**src/common/wdt_pkg.sv**
```systemverilog
package wdt_pkg;
  // --------------------------------------------------------------------------
  // Register map (peripheral control frame)
  // --------------------------------------------------------------------------
  localparam logic [15:0] WDT_FRAME_BASE = 16'h7020;
  localparam logic [15:0] WDT_OFF_COUNT = 16'h0003;
  localparam logic [15:0] WDT_OFF_KEY = 16'h0005;
  localparam logic [15:0] WDT_OFF_CTRL = 16'h0009;
  localparam logic [15:0] WDT_ADDR_COUNT = WDT_FRAME_BASE + WDT_OFF_COUNT;
  localparam logic [15:0] WDT_ADDR_KEY = WDT_FRAME_BASE + WDT_OFF_KEY;
  localparam logic [15:0] WDT_ADDR_CTRL = WDT_FRAME_BASE + WDT_OFF_CTRL;

  // --------------------------------------------------------------------------
  // Field layout of the timeout control register
  // --------------------------------------------------------------------------
  localparam int WDT_CHK_LSB = 3;
  localparam int WDT_CHK_MSB = 5;
  localparam logic [2:0] WDT_CHK_PATTERN = 3'h5;
  localparam int WDT_PS_LSB = 0;
  localparam int WDT_PS_MSB = 2;
  localparam int WDT_FLAG_BIT = 7;
  localparam logic [2:0] WDT_PS_RESET = 3'h0;
  // Arbitrary service key value
  localparam logic [7:0] WDT_KEY_DEFAULT = 8'hA5;

  // --------------------------------------------------------------------------
  // Timing
  // --------------------------------------------------------------------------
  localparam int WDT_CLK_MHZ = 125;
  localparam int WDT_SRC_MHZ = 5;
  localparam int WDT_TICK_HZ_X10 = 390625;
  // 5 MHz / 128 gives the 39.0625 kHz slow tick
  localparam int WDT_TICK_DIV = (WDT_SRC_MHZ * 1000000 * 10) / WDT_TICK_HZ_X10;
  localparam int WDT_SRC_DIV = WDT_CLK_MHZ / WDT_SRC_MHZ;
  localparam int WDT_TICK_CYCLES = WDT_SRC_DIV * WDT_TICK_DIV;
  localparam int WDT_RST_PULSE = 16;

  typedef struct packed {
    logic [15:0] addr;
    logic [15:0] wdata;
    logic wr;
    logic rd;
  } wdt_bus_req_t;
endpackage

```
**src/wdt_core.sv**
```systemverilog
// Design decisions made here: the placing of the registers and the plain strobed port.
`timescale 1ns/1ns
// Functional notes
// - Counter timeout without valid service asserts system reset.
// - Runs on its own, always enabled, needs no software setup.
// - Any system reset returns prescale select to fastest timeout.
// - Counter starts incrementing as soon as internal reset releases.
// - Prescale select 00x..111 divides slow tick by 1 to 64.
// - Correct key clears counter; wrong key resets system at once.
// - Control writes need check bits 101; other patterns reset system.
// - Registers eight bits in low byte; upper byte reads zero.
// - Three registers in the frame based at 7020h.
// - Slow tick of 39.0625 kHz derived from 5 MHz source.
module wdt_core
  import wdt_pkg::*;
#(
  parameter logic [7:0] SERVICE_KEY = WDT_KEY_DEFAULT,
  parameter int TICK_CYCLES = WDT_TICK_CYCLES
)(
  input wire logic clk, // System clock, 125 MHz
  input wire logic sys_rst, // Async reset, active high
  input wire logic [15:0] bus_addr, // Register address
  input wire logic [15:0] bus_wdata, // Write data
  input wire logic bus_wr, // Write strobe
  input wire logic bus_rd, // Read strobe
  output logic [15:0] bus_rdata, // Read data, cycle after strobe
  output logic wd_reset // System reset request
);
  import wdt_pkg::*;

  // --------------------------------------------------------------------------
  // State
  // --------------------------------------------------------------------------
  typedef struct packed {
    logic [6:0] pre;
    logic [7:0] count;
    logic [2:0] ps;
    logic flag;
    logic [4:0] rst_cnt;
    logic rst;
    logic [15:0] rdata;
  } wdt_state_t;

  wdt_state_t s_q;
  wdt_state_t s_d;
  wdt_bus_req_t req;
  logic tick;
  logic ps_hit;
  logic key_hit;
  logic key_bad;
  logic ctrl_hit;
  logic ctrl_bad;
  logic timeout;

  localparam logic [4:0] RST_LAST = 5'(WDT_RST_PULSE);

  function automatic logic [6:0] ps_mask(input logic [2:0] sel);
    logic [6:0] m;
    m = 7'h00;
    unique case (sel)
      3'h0, 3'h1: m = 7'h00;
      3'h2: m = 7'h01;
      3'h3: m = 7'h03;
      3'h4: m = 7'h07;
      3'h5: m = 7'h0F;
      3'h6: m = 7'h1F;
      3'h7: m = 7'h3F;
    endcase
    return m;
  endfunction

  assign req = '{addr: bus_addr, wdata: bus_wdata, wr: bus_wr, rd: bus_rd};

  // --------------------------------------------------------------------------
  // Slow tick
  // --------------------------------------------------------------------------
  wdt_tick_gen #(
    .TICK_CYCLES(TICK_CYCLES)
  ) u_tick (
    .clk(clk),
    .sys_rst(sys_rst),
    .tick(tick)
  );

  // --------------------------------------------------------------------------
  // Decode
  // --------------------------------------------------------------------------
  always_comb
  begin
    key_hit = req.wr && (req.addr == WDT_ADDR_KEY);
    ctrl_hit = req.wr && (req.addr == WDT_ADDR_CTRL);
    key_bad = key_hit && (req.wdata[7:0] != SERVICE_KEY);
    ctrl_bad = ctrl_hit
      && (req.wdata[WDT_CHK_MSB:WDT_CHK_LSB] != WDT_CHK_PATTERN);
    ps_hit = tick && ((s_q.pre & ps_mask(s_q.ps)) == ps_mask(s_q.ps));
    timeout = ps_hit && (s_q.count == 8'hFF);
  end

  // --------------------------------------------------------------------------
  // Next state
  // --------------------------------------------------------------------------
  always_comb
  begin
    s_d = s_q;
    // Prescaler and counter run free from reset release, no enable bit exists
    if (tick)
      s_d.pre = s_q.pre + 7'h01;
    if (ps_hit)
      s_d.count = s_q.count + 8'h01;
    if (key_hit && !key_bad)
      s_d.count = 8'h00;
    if (ctrl_hit && !ctrl_bad)
    begin
      s_d.ps = req.wdata[WDT_PS_MSB:WDT_PS_LSB];
      s_d.flag = s_q.flag & ~req.wdata[WDT_FLAG_BIT];
    end
    // Reset pulse; holding it stretched lets the system reset catch it
    if (timeout || key_bad || ctrl_bad)
    begin
      s_d.rst = 1'b1;
      s_d.rst_cnt = 5'h00;
      s_d.flag = 1'b1;
    end
    else if (s_q.rst)
    begin
      s_d.rst_cnt = s_q.rst_cnt + 5'h01;
      if (s_q.rst_cnt == RST_LAST - 5'h01)
        s_d.rst = 1'b0;
    end
    // The issued reset restarts timing at the fastest rate
    if (s_q.rst)
    begin
      s_d.ps = WDT_PS_RESET;
      s_d.count = 8'h00;
      s_d.pre = 7'h00;
    end
    s_d.rdata = 16'h0000;
    if (req.rd)
    begin
      unique case (req.addr)
        WDT_ADDR_COUNT: s_d.rdata = {8'h00, s_q.count};
        WDT_ADDR_KEY: s_d.rdata = 16'h0000;
        WDT_ADDR_CTRL: s_d.rdata = {8'h00, s_q.flag, 1'b0,
                                    WDT_CHK_PATTERN, s_q.ps};
        default: s_d.rdata = 16'h0000;
      endcase
    end
  end

  always_ff @(posedge clk or posedge sys_rst)
  begin
    if (sys_rst)
    begin
      s_q <= '0;
      s_q.ps <= WDT_PS_RESET;
    end
    else
    begin
      s_q <= s_d;
    end
  end

  assign bus_rdata = s_q.rdata;
  assign wd_reset = s_q.rst;

  // --------------------------------------------------------------------------
  // Checks
  // --------------------------------------------------------------------------
  a_bad_key_reset: assert property (@(posedge clk) disable iff (sys_rst)
    key_bad |=> wd_reset)
    else $error("wrong key did not reset");
  a_bad_check_reset: assert property (@(posedge clk) disable iff (sys_rst)
    ctrl_bad |=> wd_reset)
    else $error("wrong check bits did not reset");
  a_timeout_reset: assert property (@(posedge clk) disable iff (sys_rst)
    timeout |=> wd_reset && s_q.flag)
    else $error("timeout did not reset");
  a_key_clears: assert property (@(posedge clk) disable iff (sys_rst)
    (key_hit && !key_bad && !s_q.rst) |=> (s_q.count == 8'h00))
    else $error("good key did not clear counter");
  a_ps_fast: assert property (@(posedge clk) disable iff (sys_rst)
    s_q.rst ##1 s_q.rst |-> s_q.ps == WDT_PS_RESET)
    else $error("prescale not fastest under reset");
  a_upper_zero: assert property (@(posedge clk) disable iff (sys_rst)
    bus_rdata[15:8] == 8'h00)
    else $error("upper byte not zero");
  a_count_step: assert property (@(posedge clk) disable iff (sys_rst)
    (ps_hit && !key_hit && !s_q.rst) |=> s_q.count == $past(s_q.count) + 8'h01)
    else $error("counter did not advance");
  a_read_ctrl: assert property (@(posedge clk) disable iff (sys_rst)
    (bus_rd && bus_addr == WDT_ADDR_CTRL) |=> bus_rdata[5:3] == WDT_CHK_PATTERN)
    else $error("control read wrong");
  a_no_stuck_rst: assert property (@(posedge clk) disable iff (sys_rst)
    $rose(wd_reset) |-> ##[1:40] !wd_reset || timeout || key_bad || ctrl_bad)
    else $error("reset pulse stuck");
  a_flag_set: assert property (@(posedge clk) disable iff (sys_rst)
    (timeout || key_bad || ctrl_bad) |=> s_q.flag)
    else $error("reset flag not set");
  a_pulse_min: assert property (@(posedge clk) disable iff (sys_rst)
    $rose(wd_reset) |-> wd_reset [*8])
    else $error("reset pulse too short");
  a_rdata_idle: assert property (@(posedge clk) disable iff (sys_rst)
    !bus_rd |=> bus_rdata == 16'h0000)
    else $error("read data outside read cycle");

  c_timeout: cover property (@(posedge clk) disable iff (sys_rst) timeout);
  c_good_key: cover property (@(posedge clk) disable iff (sys_rst) key_hit && !key_bad);
  c_bad_key: cover property (@(posedge clk) disable iff (sys_rst) key_bad);
  c_bad_ctrl: cover property (@(posedge clk) disable iff (sys_rst) ctrl_bad);
endmodule

```
**src/wdt_tick_gen.sv**
```systemverilog
`timescale 1ns/1ns
module wdt_tick_gen
  import wdt_pkg::*;
#(
  parameter int TICK_CYCLES = WDT_TICK_CYCLES
)(
  input wire logic clk, // System clock
  input wire logic sys_rst, // Async reset, active high
  output logic tick // One-cycle slow tick pulse
);
  import wdt_pkg::*;

  typedef struct packed {
    logic [15:0] cnt;
    logic tick;
  } wdt_tick_state_t;

  localparam logic [15:0] TICK_LAST = 16'(TICK_CYCLES - 1);

  wdt_tick_state_t s_q;
  wdt_tick_state_t s_d;

  always_comb
  begin
    s_d = s_q;
    s_d.tick = 1'b0;
    if (s_q.cnt == TICK_LAST)
    begin
      s_d.cnt = 16'h0000;
      s_d.tick = 1'b1;
    end
    else
    begin
      s_d.cnt = s_q.cnt + 16'h0001;
    end
  end

  always_ff @(posedge clk or posedge sys_rst)
  begin
    if (sys_rst)
      s_q <= '0;
    else
      s_q <= s_d;
  end

  assign tick = s_q.tick;

  a_tick_single: assert property (@(posedge clk) disable iff (sys_rst)
    tick |=> !tick)
    else $error("slow tick longer than one cycle");
endmodule

```
**config.mk**
```make
export PLATFORM = sky130hd
export DESIGN_NAME = wdt_core
export DESIGN_NICKNAME = d
export VERILOG_FILES = /design/src/common/wdt_pkg.sv /design/src/wdt_core.sv /design/src/wdt_tick_gen.sv
export SDC_FILE = /design/constraint.sdc
export NUM_CORES = 1
export LEC_CHECK = 0
export BUFFER_PORTS_ARGS = -buffer_cell sky130_fd_sc_hd__buf_2
export CAP_MARGIN = 30
export CORE_ASPECT_RATIO = 1.1
export CORE_MARGIN = 2
export CORE_UTILIZATION = 43
export DETAILED_ROUTE_END_ITERATION = 7
export GPL_TIMING_DRIVEN = 0
export HOLD_SLACK_MARGIN = 0.12
export MAX_ROUTING_LAYER = met4
export PLACE_DENSITY = 0.75
export SLEW_MARGIN = 20
export SYNTH_ARGS = -nofsm -noshare
export SYNTH_HDL_FRONTEND = slang
export SYNTH_SLANG_ARGS = --single-unit
```
**constraint.sdc**
```tcl
create_clock -name clk -period 4.7 [get_ports clk]
set_input_delay 0 -clock clk [delete_from_list [all_inputs] [get_ports clk]]
set_output_delay 0 -clock clk [all_outputs]
set_load 0.02 [all_outputs]
```
==> flow_summary.json <==
{
  "yosys.area_share.simple_pct": 23.74,
  "holdWs_ns": 0.1923,
  "synthXorXnorAreaFrac_pct": 8.711,
  "grt_pass1_vias": 1816,
  "coreArea_um2": 5697,
  "hold_path_end": "s_q[23]",
  "cts_setup_buffers": 0,
  "ys_seq_area_share_pct": 48.78,
  "r2r_setup_slack_ns": 2.65,
  "drive_gt1_share_pct": 24.75,
  "finalHoldViolations": 0,
  "powerDensity_nw_per_um2": 256.9,
  "period_minus_slack_ns": 2.445,
  "antenna_found_initial": 0,
  "synthAdderAreaFrac_pct": 2.489,
  "grt_max_degree": 29,
  "die_y_um": 84.19,
  "htreeDepth": 2,
  "hold_class": "in2reg",
  "max-clock-path-buffers": 2,
  "synth_cells": 241,
  "seq_power_share_pct": 57.8,
  "synth-async-reset-ratio_pct": 100.0,
  "num-fill-cells": 509,
  "num_rows": 29,
  "holdPathStages": 4,
  "fin_cells": 380,
  "postRouteAntennaNets": 0,
  "fmax_mhz": 409.0,
  "ys_ff_latch": 49,
  "ir_drop_uv": 171.5,
  "grt-ovfl-total": 0,
  "track_usage_pct": 15.01,
  "r2r-start": "s_q[24]",
  "cts_made_buffers": 5,
  "min_from": "bus_wr",
  "arrival_ns": 2.65,
  "required_ns": 4.90,
  "netlist_area_um2": 2514,
  "viasPerCell": 4.918,
  "power_frac_clock_pct": 31.4,
  "p_leak_uw": 0.001481,
  "post-route-drc-count": 0,
  "synth_compound_area_share_pct": 6.919,
  "layout_common_cells": "dfrtp_1, buf_2, nor2_1",
  "grt_pass1_wl_um": 7652,
  "dp.cells": 362,
  "rsz0062_at_grt": "false",
  "cts_tree": "done",
  "avgSynthCellArea_um2": 10.43,
  "die_w_um": 76.90,
  "comb_power_share_pct": 10.7,
  "r2r-end": "s_q[19]",
  "power.switching_uw": 184.5,
  "dpl.hpwl_um": 3152,
  "post_cts_resized": 0,
  "status": "completed",
  "first_pass_iters": 4,
  "path_clk_slew_ns": 0.08,
  "ioPinCount": 53,
  "yosys-mux-area-fraction_pct": 2.389,
  "fin_total_pwr_uw": 779.1,
  "cp-start-kind": "input port",
  "synth_top_family_by_area": "simple AND/OR/NAND/NOR gates",
  "num_vias": 1869,
  "relSlewSlack_pct": 41.52,
  "routabilityCongestion": 0.8058,
  "root_buffer": "clkbuf_8",
  "final_max_slew_viol_count": 0,
  "setup-violations-final": 0,
  "first_iter_violations": 63,
  "critical_path_class": "in2reg",
  "crit_fanout": 7,
  "period_share_pct": 52.02,
  "die_area_um2": 6474,
  "synth_edf_count": 0,
  "yosys_warnings": 0,
  "p_int_uw": 594.6,
  "swShare_pct": 23.68,
  "crit_path_end_kind": "register",
  "cts_sinks": 49,
  "routedWlPerCell_um": 11.62,
  "synthToLayoutAreaGrowth_pct": 20.66,
  "rr_worst_depth": 6,
  "drt-total-wl_um": 4415,
  "floorplan.initialDensity_pct": 44.12,
  "clock_latency_ns": 0.30,
  "fin_skew_ns": 0.007548,
  "synth_cell_type_count": 48,
  "antenna_cells": 0,
  "ys.flop_type": "dfrtp_1",
  "tns_ns": 0,
  "final_common_cell": "dfrtp_1",
  "nets": 344,
  "cap_violations": 0,
  "port_buffers": 36,
  "tightest_slew_ns": 0.8692
}
-- cells by family after synthesis --
| group | Yosys count |
|---|---|
| buffers and inverters | 27 |
| muxes | 6 |
| and+or+nand+nor | 105 |
| adders and majority gates | 5 |
| AOI/OAI and AO/OA | 23 |
| other | 1 |
| xor gates and xnor gates | 25 |
| DFF | 49 |
-- worst max path at each step --
stage | start | to | slack (ns) | depth (start not counted)
3_3_place_gp | s_q[24] | s_q[21] | 2.66 | 6
5_1_grt | bus_addr[10] | s_q[22] | 2.16 | 9
3_5_place_dp | s_q[24] | s_q[19] | 2.63 | 6
2_1_floorplan | s_q[24] | s_q[33] | 2.83 | 6
4_1_cts | bus_addr[10] | s_q[22] | 2.35 | 9
6_report | bus_addr[10] | s_q[22] | 2.25 | 9
-- power groups by stage --
stage	clock network [uW]	logic, uW	registers [uW]
after floorplan	0	52.6	458
final	245	83.7	451
after detailed placement	0	79.3	459
after global routing	274	95.9	453
after global placement	0	74.4	458
after CTS	254	84.9	451
-- through the flow --
step / instance area [um^2] / utilization (%) / setup WS [ns]
CTS: 3033 / 53.24 / 2.354
detailed placement: 2836 / 49.79 / 2.626
finish: 3033 / 53.24 / 2.255
floorplan: 2540 / - / 2.829
global placement: 2816 / 49.44 / 2.657
global route: 3033 / 53.24 / 2.155
-- sequential cells by signal (all words and copies together) (netlist names) --
register,count
bus_rdata,8
u_tick.s_q,16
u_tick.tick,1
s_q,23
wd_reset,1
-- timing repair --
action / in CTS / in global routing
hold buffers: 11 / 0
setup endpoints to repair: 0 / 0
endpoints found under the hold margin: 61 / 0
-- synthesized netlist by cell type (2+ instances only) --
| cell type | n | area (um^2) |
|---|---|---|
| a21o_1 | 2 | 15.01 |
| a21oi_1 | 6 | 30.03 |
| a22oi_1 | 4 | 30.03 |
| and2_1 | 3 | 18.77 |
| and3_1 | 3 | 18.77 |
| buf_2 | 2 | 10.01 |
| buf_4 | 16 | 120.1 |
| dfrtp_1 | 49 | 1226 |
| ha_1 | 5 | 62.56 |
| inv_1 | 6 | 22.52 |
| mux2i_1 | 6 | 60.06 |
| nand2_1 | 15 | 56.30 |
| nand3_1 | 9 | 45.04 |
| nand4_1 | 10 | 62.56 |
| nand4b_1 | 4 | 35.03 |
| nor2_1 | 32 | 120.1 |
| nor2b_1 | 8 | 50.05 |
| nor4_1 | 3 | 18.77 |
| nor4b_1 | 2 | 17.52 |
| o21ai_0 | 2 | 10.01 |
| o31ai_1 | 2 | 15.01 |
| or3_2 | 2 | 15.01 |
| or4_1 | 2 | 15.01 |
| xnor2_1 | 10 | 87.58 |
| xor2_1 | 15 | 131.4 |
-- critical path: stages --
cell and delay (ns):
dlygate4sd3_1 0.54, buf_2 0.15, or4_1 0.43, nor3b_1 0.36, and2_0 0.17, buf_2 0.18, nand3_1 0.09, dlygate4sd3_1 0.55
a21o_1 0.18
-- per-layer routing --
layer	track usage, %	vias to the layer above	wire length (um)	part of all wire, %
met1	16.67	882	1918	43
met2	26.00	47	2228	50
met4	5.124	0	71	1.6
li1	-	931	-	-
met3	4.086	9	198	4.5
met5	-	-	0	0
-- area by class of cell --
type,instances,area (um^2),area share (%)
plain buffers,21,148.9,4.909
clock buffers,7,86.33,2.847
inverters,6,22.52,0.7426
multi-input cells,172,1142,37.67
flip-flops and latches,49,1226,40.43
well taps,77,96.34,3.177
repair buffers,48,310.3,10.23
Power figures use the tool's default switching activity.
